### config.mk
export PLATFORM = sky130hd
export DESIGN_NAME = rss_reset_sequencer
export DESIGN_NICKNAME = d
export VERILOG_FILES = /design/src/rss_pkg.sv /design/src/rss_delay_timer.sv /design/src/rss_reset_sequencer.sv
export VERILOG_INCLUDE_DIRS = /design/src
export SDC_FILE = /design/constraint.sdc
export NUM_CORES = 1
export LEC_CHECK = 0
export ABC_AREA = 1
export BUFFER_PORTS_ARGS = -buffer_cell sky130_fd_sc_hd__buf_2
export CAP_MARGIN = 20
export CORE_MARGIN = 2
export CORE_UTILIZATION = 55
export CTS_BUF_LIST = sky130_fd_sc_hd__clkbuf_2
export DETAILED_ROUTE_END_ITERATION = 10
export PLACE_DENSITY = 0.83
export SKIP_CTS_REPAIR_TIMING = 1
export SYNTH_ARGS = -nofsm -noshare
export SYNTH_HDL_FRONTEND = slang
export SYNTH_SLANG_ARGS = --single-unit
### constraint.sdc
create_clock -name pclk -period 3.8 [get_ports pclk]
set_clock_uncertainty 0.05 [all_clocks]
set_input_delay 0.38 -clock pclk [delete_from_list [all_inputs] [get_ports pclk]]
set_output_delay 0.38 -clock pclk [all_outputs]
set_load 0.02 [all_outputs]
### src/rss_regs.svh
`ifndef RSS_REGS_SVH
`define RSS_REGS_SVH

// register byte offsets
`define RSS_CONFIG_OFS        8'h00
`define RSS_CAUSE_OFS         8'h04
`define RSS_OSC_STAT_OFS      8'h08
`define RSS_PC_OFS            8'h0C

// configuration register fields
`define RSS_CFG_FCM_BIT       0
`define RSS_CFG_POWER_UP_TIMER_LSB      1
`define RSS_CFG_FOS_LSB       3
`define RSS_CFG_FPR_LSB       6
`define RSS_CFG_BOREN_BIT     11
`define RSS_CFG_WIDTH         12
`define RSS_CFG_RESET         12'h803

// reset-cause flag positions
`define RSS_F_POR             0
`define RSS_F_BOR             1
`define RSS_F_IDLE            2
`define RSS_F_SLEEP           3
`define RSS_F_WATCHDOG_TIMEOUT_FLAG            4
`define RSS_F_SWR             5
`define RSS_F_PIN_RESET_FLAG            6
`define RSS_F_IOPU            7
`define RSS_F_TRAP            8
`define RSS_CAUSE_WIDTH       9
`define RSS_CAUSE_RESET       9'h000

// oscillator status fields
`define RSS_ST_COSC_LSB       0
`define RSS_ST_CF_BIT         3
`define RSS_ST_LOCK_BIT       5
`define RSS_ST_RUN_BIT        6
`define RSS_ST_INTERNAL_SYSTEM_RESET_BIT     7

// oscillator group codes
`define RSS_OSC_LP            3'h0
`define RSS_OSC_FRC           3'h1
`define RSS_OSC_LOW_POWER_RC_OSC          3'h2
`define RSS_OSC_EXT           3'h3
`define RSS_OSC_PLL           3'h7

// primary selection classes, upper two bits
`define RSS_FPR_EC            2'h0
`define RSS_FPR_EXTERNAL_RC_MODE         2'h1

// vectors
`define RSS_RESET_VECTOR      24'h000000
`define RSS_FAIL_VECTOR       24'h000004
`define RSS_PC_STEP           24'h000002

// timing
`define RSS_CLK_PERIOD_NS     4
`define RSS_POR_DELAY_NS      10000
`define RSS_POR_DELAY_CYC     ((`RSS_POR_DELAY_NS + `RSS_CLK_PERIOD_NS - 1) / `RSS_CLK_PERIOD_NS)
`define RSS_POWER_UP_TIMER_4_MS         4
`define RSS_POWER_UP_TIMER_16_MS        16
`define RSS_POWER_UP_TIMER_64_MS        64
`define RSS_SETTLE_US         100
`define RSS_OST_CYC           1024
`define RSS_TMR_W             25

`endif

### src/rss_pkg.sv
package rss_pkg;
   typedef enum logic [2:0] {
      RSS_HOLD,
      RSS_POR_DLY,
      RSS_POWER_UP_TIMER_DLY,
      RSS_CLK_CHECK,
      RSS_Q1_WAIT,
      RSS_RUN
   } rss_state_e;
   typedef logic [23:0] rss_pc_t;
endpackage

### src/rss_delay_timer.sv
`include "rss_regs.svh"
module rss_delay_timer
   import rss_pkg::*;
(
   input  wire logic                 pclk,
   input  wire logic                 presetn,
   input  wire logic                 start,
   input  wire logic [`RSS_TMR_W-1:0] load_val,
   output logic                      done
);
   logic [`RSS_TMR_W-1:0] cnt_q;
   logic                  run_q;
   logic                  done_q;
   wire                   last = run_q && (cnt_q <= `RSS_TMR_W'(1));

   always_ff @(posedge pclk or negedge presetn) begin
      if (!presetn) begin
         cnt_q  <= '0;
         run_q  <= 1'b0;
         done_q <= 1'b0;
      end else if (start) begin
         cnt_q  <= load_val;
         run_q  <= 1'b1;
         done_q <= 1'b0;
      end else if (last) begin
         run_q  <= 1'b0;
         done_q <= 1'b1;
      end else if (run_q) begin
         cnt_q  <= cnt_q - `RSS_TMR_W'(1);
      end
   end

   assign done = done_q;
endmodule

### src/rss_reset_sequencer.sv
`include "rss_regs.svh"
module rss_reset_sequencer
   import rss_pkg::*;
#(
   parameter int unsigned POWER_UP_TIMER_4_CYC   = (`RSS_POWER_UP_TIMER_4_MS * 1000000) / `RSS_CLK_PERIOD_NS,
   parameter int unsigned POWER_UP_TIMER_16_CYC  = (`RSS_POWER_UP_TIMER_16_MS * 1000000) / `RSS_CLK_PERIOD_NS,
   parameter int unsigned POWER_UP_TIMER_64_CYC  = (`RSS_POWER_UP_TIMER_64_MS * 1000000) / `RSS_CLK_PERIOD_NS,
   parameter int unsigned SETTLE_CYC   = (`RSS_SETTLE_US * 1000) / `RSS_CLK_PERIOD_NS,
   parameter int unsigned POR_DLY_CYC  = `RSS_POR_DELAY_CYC
)(
   input  wire logic        pclk,
   input  wire logic        presetn,
   input  wire logic        psel,
   input  wire logic        penable,
   input  wire logic        pwrite,
   input  wire logic [7:0]  paddr,
   input  wire logic [31:0] pwdata,
   output logic [31:0]      prdata,
   output logic             pready,
   output logic             pslverr,
   input  wire logic        por_detect,
   input  wire logic        brownout_detect,
   input  wire logic        master_clear_pin_n,
   input  wire logic        osc_running,
   input  wire logic        pll_lock,
   input  wire logic        soft_reset_req,
   input  wire logic        watchdog_timeout,
   input  wire logic        trap_lockup,
   input  wire logic        illegal_op,
   input  wire logic        wake_irq,
   input  wire logic        wake_irq_enabled,
   input  wire logic [23:0] wake_irq_vector,
   input  wire logic        cpu_sleep,
   input  wire logic        cpu_idle,
   input  wire logic [23:0] cpu_pc,
   output logic             internal_system_reset,
   output logic             sys_clk_enable,
   output logic [2:0]       current_osc_group,
   output logic             clock_fail_trap,
   output logic             pc_load,
   output logic [23:0]      pc_value
);
   // pin synchronisers
   localparam int NSYNC = 5;
   logic [NSYNC-1:0] sync1_q;
   logic [NSYNC-1:0] sync2_q;
   wire  [NSYNC-1:0] pin_raw = {pll_lock, osc_running, ~master_clear_pin_n, brownout_detect, por_detect};

   genvar gi;
   generate
      for (gi = 0; gi < NSYNC; gi++) begin : g_sync
         always_ff @(posedge pclk or negedge presetn) begin
            if (!presetn) begin
               sync1_q[gi] <= 1'b0;
               sync2_q[gi] <= 1'b0;
            end else begin
               sync1_q[gi] <= pin_raw[gi];
               sync2_q[gi] <= sync1_q[gi];
            end
         end
      end
   endgenerate

   wire por_s   = sync2_q[0];
   wire bor_s   = sync2_q[1];
   wire master_clear_pin_s  = sync2_q[2];
   wire osc_s   = sync2_q[3];
   wire lock_s  = sync2_q[4];

   // registers
   logic [`RSS_CFG_WIDTH-1:0]   cfg_q;
   logic [`RSS_CAUSE_WIDTH-1:0] cause_q;
   logic [`RSS_CAUSE_WIDTH-1:0] cause_d;
   logic [`RSS_CAUSE_WIDTH-1:0] cause_set;
   logic                        cf_q;
   logic [2:0]                  cosc_q;
   rss_state_e                  state_q;
   rss_state_e                  state_d;
   logic [1:0]                  qdiv_q;
   logic                        trap_pend_q;
   logic                        por_prev_q;
   logic                        bor_prev_q;
   logic                        master_clear_pin_prev_q;
   logic                        pc_load_q;
   rss_pc_t                     pc_q;
   logic                        trap_q;

   wire       fcm_en  = cfg_q[`RSS_CFG_FCM_BIT];
   wire [1:0] power_up_timer_sel = cfg_q[`RSS_CFG_POWER_UP_TIMER_LSB +: 2];
   wire [2:0] fos      = cfg_q[`RSS_CFG_FOS_LSB +: 3];
   wire [4:0] fpr      = cfg_q[`RSS_CFG_FPR_LSB +: 5];
   wire       bor_en   = cfg_q[`RSS_CFG_BOREN_BIT];

   // oscillator class decoding
   function automatic logic is_osc_mode(input logic [2:0] grp, input logic [4:0] sel);
      is_osc_mode = (grp == `RSS_OSC_LP) || (grp == `RSS_OSC_PLL) ||
                    ((grp == `RSS_OSC_EXT) && (sel[4:3] != `RSS_FPR_EC) && (sel[4:3] != `RSS_FPR_EXTERNAL_RC_MODE));
   endfunction

   function automatic logic [`RSS_TMR_W-1:0] power_up_timer_cycles(input logic [1:0] s, input logic xtal);
      unique case (s)
         2'h0:    power_up_timer_cycles = xtal ? `RSS_TMR_W'(SETTLE_CYC) : '0;
         2'h1:    power_up_timer_cycles = `RSS_TMR_W'(POWER_UP_TIMER_4_CYC);
         2'h2:    power_up_timer_cycles = `RSS_TMR_W'(POWER_UP_TIMER_16_CYC);
         2'h3:    power_up_timer_cycles = `RSS_TMR_W'(POWER_UP_TIMER_64_CYC);
      endcase
   endfunction

   wire osc_mode  = is_osc_mode(cosc_q, fpr);
   wire pll_used  = (cosc_q == `RSS_OSC_PLL);
   wire internal  = (cosc_q == `RSS_OSC_FRC) || (cosc_q == `RSS_OSC_LOW_POWER_RC_OSC);

   // reset events
   wire bor_evt   = bor_en && bor_s;
   wire por_rise  = por_s && !por_prev_q;
   wire bor_rise  = bor_evt && !bor_prev_q;
   wire master_clear_pin_rise = master_clear_pin_s && !master_clear_pin_prev_q;
   wire hold_lvl  = por_s || bor_evt || master_clear_pin_s;
   wire running   = (state_q == RSS_RUN);
   // a wake never competes with a pin reset that is already holding the core
   wire wake_ok   = running && !hold_lvl && cpu_sleep;
   wire sw_evt    = running && soft_reset_req;
   wire wdt_rst   = running && watchdog_timeout && !cpu_sleep;
   wire wdt_wake  = wake_ok && watchdog_timeout;
   wire trap_evt  = running && trap_lockup;
   wire iop_evt   = running && illegal_op;
   wire irq_wake  = wake_ok && wake_irq && !watchdog_timeout;
   wire rst_evt   = hold_lvl || sw_evt || wdt_rst || trap_evt || iop_evt;
   wire pwr_evt   = por_s || bor_evt;

   always_comb begin
      cause_set = '0;
      cause_set[`RSS_F_POR]   = por_rise;
      cause_set[`RSS_F_BOR]   = por_rise || bor_rise;
      cause_set[`RSS_F_PIN_RESET_FLAG]  = master_clear_pin_rise;
      cause_set[`RSS_F_SLEEP] = (master_clear_pin_rise && cpu_sleep) || wdt_wake || irq_wake;
      cause_set[`RSS_F_IDLE]  = master_clear_pin_rise && cpu_idle && !cpu_sleep;
      cause_set[`RSS_F_SWR]   = sw_evt;
      cause_set[`RSS_F_WATCHDOG_TIMEOUT_FLAG]  = wdt_rst || wdt_wake;
      cause_set[`RSS_F_TRAP]  = trap_evt;
      cause_set[`RSS_F_IOPU]  = iop_evt;
   end

   // stage timer and start-up timer
   wire stage_done;
   wire ost_done;
   wire leave_hold = (state_q == RSS_HOLD) && !hold_lvl;
   wire rapid      = !fcm_en && (power_up_timer_sel == 2'h0) && !osc_mode;
   wire [`RSS_TMR_W-1:0] power_up_timer_load = power_up_timer_cycles(power_up_timer_sel, osc_mode);
   wire stage_start = (leave_hold && !rapid) || ((state_q == RSS_POR_DLY) && stage_done);
   wire [`RSS_TMR_W-1:0] stage_load = (state_q == RSS_HOLD) ? `RSS_TMR_W'(POR_DLY_CYC) : power_up_timer_load;
   wire ost_start  = leave_hold && osc_mode;

   rss_delay_timer u_stage_tmr (
      .pclk     (pclk),
      .presetn  (presetn),
      .start    (stage_start),
      .load_val (stage_load),
      .done     (stage_done)
   );

   rss_delay_timer u_ost_tmr (
      .pclk     (pclk),
      .presetn  (presetn),
      .start    (ost_start),
      .load_val (`RSS_TMR_W'(`RSS_OST_CYC)),
      .done     (ost_done)
   );

   // clock readiness
   wire ost_ok  = !osc_mode || ost_done;
   wire lock_ok = !pll_used || lock_s;
   wire clk_ok  = internal || (osc_s && ost_ok && lock_ok);
   wire q1      = (qdiv_q == 2'h0);

   always_comb begin
      state_d = state_q;
      unique case (state_q)
         RSS_HOLD:      if (!hold_lvl) state_d = rapid ? RSS_CLK_CHECK : RSS_POR_DLY;
         RSS_POR_DLY:   if (stage_done) state_d = RSS_POWER_UP_TIMER_DLY;
         RSS_POWER_UP_TIMER_DLY:  if (stage_done) state_d = RSS_CLK_CHECK;
         RSS_CLK_CHECK: if (clk_ok || fcm_en) state_d = RSS_Q1_WAIT;
         RSS_Q1_WAIT:   if (q1) state_d = RSS_RUN;
         RSS_RUN:       state_d = RSS_RUN;
      endcase
      if (rst_evt) state_d = RSS_HOLD;
   end

   wire fail_now = (state_q == RSS_CLK_CHECK) && !clk_ok && fcm_en && !rst_evt;
   wire release_now = (state_q == RSS_Q1_WAIT) && q1 && !rst_evt;

   always_ff @(posedge pclk or negedge presetn) begin
      if (!presetn) begin
         state_q <= RSS_HOLD;
         qdiv_q  <= 2'h0;
      end else begin
         state_q <= state_d;
         qdiv_q  <= qdiv_q + 2'h1;
      end
   end

   // edge detectors on the synchronised reset sources
   always_ff @(posedge pclk or negedge presetn) begin
      if (!presetn) begin
         por_prev_q  <= 1'b0;
         bor_prev_q  <= 1'b0;
         master_clear_pin_prev_q <= 1'b0;
      end else begin
         por_prev_q  <= por_s;
         bor_prev_q  <= bor_evt;
         master_clear_pin_prev_q <= master_clear_pin_s;
      end
   end

   // clock source and trap
   always_ff @(posedge pclk or negedge presetn) begin
      if (!presetn) begin
         cosc_q      <= `RSS_OSC_FRC;
         trap_pend_q <= 1'b0;
         trap_q      <= 1'b0;
      end else begin
         trap_q <= fail_now;
         if (pwr_evt) begin
            cosc_q      <= fos;
            trap_pend_q <= 1'b0;
         end else if (fail_now) begin
            cosc_q      <= `RSS_OSC_FRC;
            trap_pend_q <= 1'b1;
         end else if (release_now || rst_evt) begin
            trap_pend_q <= 1'b0;
         end
      end
   end

   // program counter load
   wire     pc_load_d = release_now || wdt_wake || irq_wake;
   rss_pc_t pc_step;
   rss_pc_t pc_wake;
   rss_pc_t pc_rst;
   rss_pc_t pc_d;
   assign pc_step = cpu_pc + `RSS_PC_STEP;
   assign pc_wake = (irq_wake && wake_irq_enabled) ? wake_irq_vector : pc_step;
   assign pc_rst  = trap_pend_q ? `RSS_FAIL_VECTOR : `RSS_RESET_VECTOR;
   assign pc_d    = release_now ? pc_rst : pc_wake;

   always_ff @(posedge pclk or negedge presetn) begin
      if (!presetn) begin
         pc_load_q <= 1'b0;
         pc_q      <= `RSS_RESET_VECTOR;
      end else begin
         pc_load_q <= pc_load_d;
         if (pc_load_d) begin
            pc_q <= pc_d;
         end
      end
   end

   // apb slave, zero wait states
   wire acc      = psel && penable;
   wire wr       = acc && pwrite;
   wire hit_cfg  = (paddr == `RSS_CONFIG_OFS);
   wire hit_cau  = (paddr == `RSS_CAUSE_OFS);
   wire hit_st   = (paddr == `RSS_OSC_STAT_OFS);
   wire hit_pc   = (paddr == `RSS_PC_OFS);
   wire hit_any  = hit_cfg || hit_cau || hit_st || hit_pc;
   wire [31:0] stat_word = {24'h0, !running, osc_s, lock_s, 1'b0, cf_q, cosc_q};
   // software clears the fail flag by writing one; a new failure in that cycle wins
   wire        cf_clr    = wr && hit_st && pwdata[`RSS_ST_CF_BIT];

   assign cause_d = ((wr && hit_cau) ? pwdata[`RSS_CAUSE_WIDTH-1:0] : cause_q) | cause_set;

   always_ff @(posedge pclk or negedge presetn) begin
      if (!presetn) begin
         cfg_q   <= `RSS_CFG_RESET;
         cause_q <= `RSS_CAUSE_RESET;
         cf_q    <= 1'b0;
      end else begin
         if (wr && hit_cfg) begin
            cfg_q <= pwdata[`RSS_CFG_WIDTH-1:0];
         end
         cause_q <= cause_d;
         cf_q    <= fail_now || (cf_q && !cf_clr);
      end
   end

   always_comb begin
      prdata = 32'h0;
      if (acc && !pwrite) begin
         if (hit_cfg) prdata = {20'h0, cfg_q};
         if (hit_cau) prdata = {23'h0, cause_q};
         if (hit_st)  prdata = stat_word;
         if (hit_pc)  prdata = {8'h0, pc_q};
      end
   end

   assign pready  = 1'b1;
   assign pslverr = acc && !hit_any;

   // outputs
   assign internal_system_reset = !running;
   assign sys_clk_enable        = clk_ok && (state_q != RSS_HOLD);
   assign current_osc_group     = cosc_q;
   assign clock_fail_trap       = trap_q;
   assign pc_load               = pc_load_q;
   assign pc_value              = pc_q;
endmodule

==> impl_results.md, run 1 <==
- Outcome: completed
- Vias/cell: ~5.3
- Tot GR Track Use: between 20% and 30%
- Worst Hold Class: in -> reg
- Most common cell in the netlist: nand2_1
- Pint: around 2600 uW
- Fillers: roughly 1.3k
- Die height: between 100 and 150 um
- Clk pwr share: a little under a quarter
- Final Wtd Congestion: 0.929
- Initial core utilization: a little under three fifths
- Register Area: a little over 3000 um2
- GRT overflow: 0
- Sequential share of the synthesized area: about two fifths
- Slew Viols, Final: 0
- Post-DP HPWL: about 16000 um
- Ys async rst share: 100%
- Sequential power share: between 40 and 50%
- Comb power frac: about 36%
- Port Buffer Count: around 140
- Peak Freq: 330 MHz
- Max cap viols: 0
- PnR worst setup slack: approximately 0.77 ns
- Die footprint: roughly 16000 um2
- Antenna violations before repair: 1
- Arr. time, crit path: ~3.6 ns
- Min cycle time layout: around 3.0 ns
- Final Hold Vio Count: 0
- Clk_lat worst skew: 0.70 ns
- Synth warn: 0
- Syn Inst Count: 1193
- Switch share: 40.0%
- P per Cell Area: between 400 and 500 nW/um2
- Io pins: between 150 and 200
- Layout Area Growth over Synthesis: 19.8%
- Leak: roughly 0.0052 uW
- Critical Path Sink Type: register
- Actual slew at the worst max-slew pin: between 0.8 and 0.9 ns
- Clock Path Buffers: 2
- Nets: 1495
- Mapped Area: 8060 um2
- EDFF count, synth: 0
- Via count: between 8k and 9k
- Leading post-synthesis cells by cell area: dfrtp_1 (37%), nand2_1 (19%), nor2_1 (8.2%), nand3_1 (6.3%), inv_1 (5.4%)
- Post-synth top cells: nand2_1 (398), nor2_1 (176), dfrtp_1 (120), inv_1 (115), nand3_1 (102)
- RSZ-0062 raised after global routing: no
- Total CTS buffers: 17
- Kind of critical path: reg -> reg
- CTS root buf: clkbuf_2
- Pre-CTS WS: between 1 and 1.5 ns
- Routed WL: roughly 23000 um
- #FFs+latches synth: 124
- Worst-path maximum fanout: 17
- Vias in the first global route: 7428
- Area share of the largest cell type after synthesis: between 30% and 40%
- Area of the multi-input gates: approximately 4300 um2
- Reg clk slew, reported paths: around 0.20 ns
- Die X-Extent: around 130 um
- Synth Flop Type: dfrtp_1
- CTS tree: done
- Post-synth top area cell: dfrtp_1
- Floorplan row count: 44
- Largest net degree at the start of global routing: 67
- Total clock sinks: ~120
- Routed len/inst: ~14 um
- Share of cells above drive strength 1: ~15%
- H-tree levels: 4
- Critical Path Start Type: register
- Avg Cell Area, Syn: 6.76 um2
- Setup Viol. Count Final: 0
- Final antenna-violating net count: 0
- Drt initial violations: between 700 and 800
- Worst Path Required: 4.37 ns
- R2R setup slack: ~0.77 ns
- First-pass GRT wire length: approximately 36000 um
- Core footprint: ~14000 um2
- Synth unique cells: 45
- Max_slew headroom: between 40% and 50%
- Worst vdd ir: roughly 0.25 mV
- Residual DRC: 0
- Net Switching: 1740 uW
- Setup TNS: 0 ns
- Part of the cycle the worst path needs: about 80%
- DRT Pass-1 Iters: 6
## power groups by stage
stage / logic, uW / registers, uW / clock network [uW]
after global placement: 1470 / 1780 / 0
after floorplan: 1120 / 1780 / 0
after CTS: 1530 / 1760 / 1010
after global routing: 1820 / 1800 / 1070
final: 1570 / 1770 / 998
after detailed placement: 1520 / 1780 / 0
## layout by cell type, fill, tap and decap left out, types with 8 or more instances in the layout
cell type and count:
xnor2_1 12, clkbuf_2 18, nor2_1 176, dfrtp_1 120, xor2_1 32, nor3_1 13
o21ai_1 14, buf_2 140, nand2_1 398, a21oi_1 27, conb_1 9, nand3_1 102
inv_1 115, ha_1 11, nand4_1 19, or2_2 8, o21ai_0 58, dlygate4sd3_1 53
## area by class of cell
class,count,area share (%)
Clock buffer,18,0.933
Antenna cell,1,0.0259
Tap cell,184,2.38
Timing Repair Buffer,199,13.2
Clock inverter,13,2.05
Inverter,120,4.68
Multi-Input combinational cell,916,44.5
Sequential cell,124,32.2
## sequential cells by signal, summed over array words and instances (netlist names), 2 cells and up
signal	count
cause_q	9
pc_value	24
u_stage_tmr.cnt_q	25
u_ost_tmr.cnt_q	25
qdiv_q	2
cfg_q	12
current_osc_group	3
state_q	3
sync1_q	5
## per-layer routing
metal	track usage [%]	vias to the layer above	part of all wire [%]
li1	-	4130	-
met1	37.5	3898	43
met2	45.2	296	48
met3	5.82	66	6.1
met4	9.08	0	2.8
met5	0	-	0
## logic make-up (layout without fill, tap and decap cells)
group                    after synthesis  count (layout)  synth area share [%]
other                                  2              10                0.0931
buffers and inverters                160             350                  8.42
AO/OA/AOI/OAI                        116             116                  8.10
adder cells (fa/ha/maj)               11              11                  1.71
flip-flops                           124             124                  38.5
AND/OR/NAND/NOR                      736             736                  38.4
XOR/XNOR                              44              44                  4.78
## stage by stage
stage	std cells	utilization, %	instance area, um2	power, uW	hold slack [ns]
after floorplan	1200	-	8090	2900	0.0344
after global placement	1490	61.3	8840	3250	0.282
after detailed placement	1490	61.3	8840	3300	0.286
after CTS	1521	63.3	9130	4300	-0.302
after global routing	1575	67.0	9660	4690	0.00176
final	1575	67.0	9660	4340	0.0204
## final timing paths
path | startpoint | endpoint | cells after the start
max in group asynchronous | presetn | u_ost_tmr.cnt_q[1] | 3
max reg2reg | state_q[1] | pc_value[17] | 8
min in group asynchronous | presetn | u_stage_tmr.cnt_q[18] | 2
min | cpu_pc[20] | pc_value[20] | 5
min reg2reg | sync1_q[1] | bor_s | 0
max | state_q[1] | pc_value[17] | 8
## worst max-delay path, cell delays in order (launching register included)
cell	delay, ns
dfrtp_1	0.45
inv_1	0.16
nand3_4	0.18
nor3_4	0.55
nand3_2	0.47
or2_2	0.42
nand3_1	0.06
dlygate4sd3_1	0.55
nand2_1	0.05
(Power assumes the default switching activity.)
==> run 2, diff against run 1 <==
==> constraint.sdc (replaced) <==
create_clock -name pclk -period 2.8 [get_ports pclk]
set_clock_uncertainty 0.05 [all_clocks]
set_input_delay 0.28 -clock pclk [delete_from_list [all_inputs] [get_ports pclk]]
set_output_delay 0.28 -clock pclk [all_outputs]
set_load 0.02 [all_outputs]
==> run 2 against run 1 <==
  * Final cell count grew 2.4%
  * Sequential power grew 35%
  * Die area is the same
  * Worst hold slack gained 0.033 ns
  * Sequential cell count is the same
  * Sequential share of layout area shrank 1.1 points
  * Wire length grew 4.8%
  * Critical path type is now reg -> out
==> impl_results.md, run 2 (synthesized netlist as in run 1, its figures left out) <==
- PnR worst setup slack: approximately 0.26 ns
- Worst vdd ir: ~0.33 mV
- Worst Hold Class: in -> reg
- Clk_lat worst skew: ~0.68 ns
- Slew Viols, Final: 0
- Final Hold Vio Count: 0
- Via count: 8735
- Peak Freq: about 390 MHz
- Critical Path Sink Type: output pin
- Die footprint: ~16000 um2
- Worst-path maximum fanout: 4
- DRT Pass-1 Iters: 7
- Layout Area Growth over Synthesis: 24.2%
- Setup TNS: 0 ns
- Commonest non-fill, non-tap cell in the layout: nand2_1
- Critical path buffers and inverters: 2
- Die X-Extent: 125 um
- CP most frequent cell: nand2_1
- Net Switching: 2350 uW
- CTS root buf: clkbuf_2
- Comb power frac: between 30% and 40%
- Largest net degree at the start of global routing: between 50 and 60
- Min cycle time layout: ~2.5 ns
- Max_slew headroom: between 50% and 60%
- Leak: approximately 0.0054 uW
- Routed WL: about 24000 um
- Core footprint: around 14000 um2
- Switch share: between 30% and 40%
- Fillers: around 1.2k
- Arr. time, crit path: around 2.2 ns
- Worst Path Required: approximately 2.5 ns
- Initial core utilization: a little under three fifths
- Total CTS buffers: 17
- Io pins: between 150 and 200
- Most frequent cells in the layout: nand2_1 (398), nor2_1 (176), buf_2 (140), dfrtp_1 (120), inv_1 (115)
- Clk pwr share: a little under a quarter
- Critical Path Start Type: register
- Tot GR Track Use: approximately 28%
- CTS tree: done
- Slowest cell delay on critical path: ~0.46 ns
- Setup Viol. Count Final: 0
- Routed len/inst: ~15 um
- P per Cell Area: between 500 and 600 nW/um2
- Clock Path Buffers: 2
- Vias in the first global route: between 7k and 8k
- Sequential power share: 40.3%
- Pre-CTS WS: just under 0.5 ns
- Vias/cell: approximately 5.4
- Part of the cycle the worst path needs: 90.6%
- CP top delay family: simple AND/OR/NAND/NOR gates
- Die height: around 130 um
- Nets: approximately 1.5k
- RSZ-0062 raised after global routing: no
- Actual slew at the worst max-slew pin: a little under 0.7 ns
- Post-DP HPWL: roughly 16000 um
- Total clock sinks: 124
- GRT overflow: 0
- Highest-delay cell along the critical path: dfrtp_1
- Crit-path cells: inv_1, nand2_1, nand2_1, nand2_1, nand2_1, nand3_1, a21oi_1, buf_2
- Final antenna-violating net count: 0
- Drt initial violations: about 1000
- First-pass GRT wire length: about 36000 um
- Share of cells above drive strength 1: 15.2%
- Residual DRC: 0
- H-tree levels: 4
- Outcome: completed
- Reg clk slew, reported paths: between 0.15 and 0.2 ns
- Worst hold path cell count: 5
- Max cap viols: 0
- Floorplan row count: 44
- Final Wtd Congestion: roughly 0.94
- Pint: around 3600 uW
- Critical path depth: 8
- Antenna violations before repair: 2
- Reg2Reg Depth: 7
- Port Buffer Count: 141
- Kind of critical path: reg -> out
## run 2: worst min-delay path: stages
cell     delay, ns
buf_2         0.14
xor2_1        0.09
nand2_1       0.07
o21ai_1       0.06
o21ai_1       0.11
## run 2: power by group through the flow
stage	logic, uW	clock network (uW)	registers, uW
CTS	2070	1370	2390
floorplan	1520	0	2410
global placement	2010	0	2410
global route	2510	1460	2440
detailed placement	2060	0	2420
finish	2180	1360	2390
## run 2: cell type report
type | count | area, um2 | share of cell area, %
Sequential cell | 124 | 3110 | 31.0
Multi-Input combinational cell | 916 | 4300 | 43.0
Clock buffer | 19 | 95.1 | 0.949
Timing Repair Buffer | 235 | 1630 | 16.2
Tap cell | 184 | 230 | 2.30
Clock inverter | 13 | 198 | 1.97
Inverter | 120 | 452 | 4.51
Antenna cell | 2 | 5.00 | 0.0500
## run 2: layer usage
metal  up-vias  GRT usage [%]  routed length, um
met4         0           8.95                947
met2       407           44.2              11200
met3        99           5.09               1610
met5         -              0                  0
li1       4200              -                  -
met1      4029           38.7               9990
## run 2: worst paths after layout
kind | slack, ns | end | start
setup reg to reg | 0.37 | pc_value[21] | state_q[1]
min in group asynchronous | 0.57 | u_stage_tmr.cnt_q[16] | presetn
hold / removal | 0.05 | pc_value[7] | cpu_pc[7]
setup / recovery | 0.26 | sys_clk_enable | current_osc_group[2]
max in group asynchronous | 1.09 | u_stage_tmr.cnt_q[22] | presetn
hold reg to reg | 0.32 | master_clear_pin_s | sync1_q[2]
## run 2: stage by stage
| step | cell area (um2) | hold slack, ns | util (%) | instances | total power (uW) |
|---|---|---|---|---|---|
| CTS | 9210 | -0.538 | 63.9 | 1531 | 5830 |
| floorplan | 8090 | -0.0656 | - | 1200 | 3930 |
| detailed placement | 8920 | 0.240 | 61.8 | 1499 | 4480 |
| global route | 10000 | 0.0381 | 69.4 | 1613 | 6400 |
| finish | 10000 | 0.0531 | 69.4 | 1613 | 5940 |
| global placement | 8920 | 0.238 | 61.8 | 1499 | 4430 |
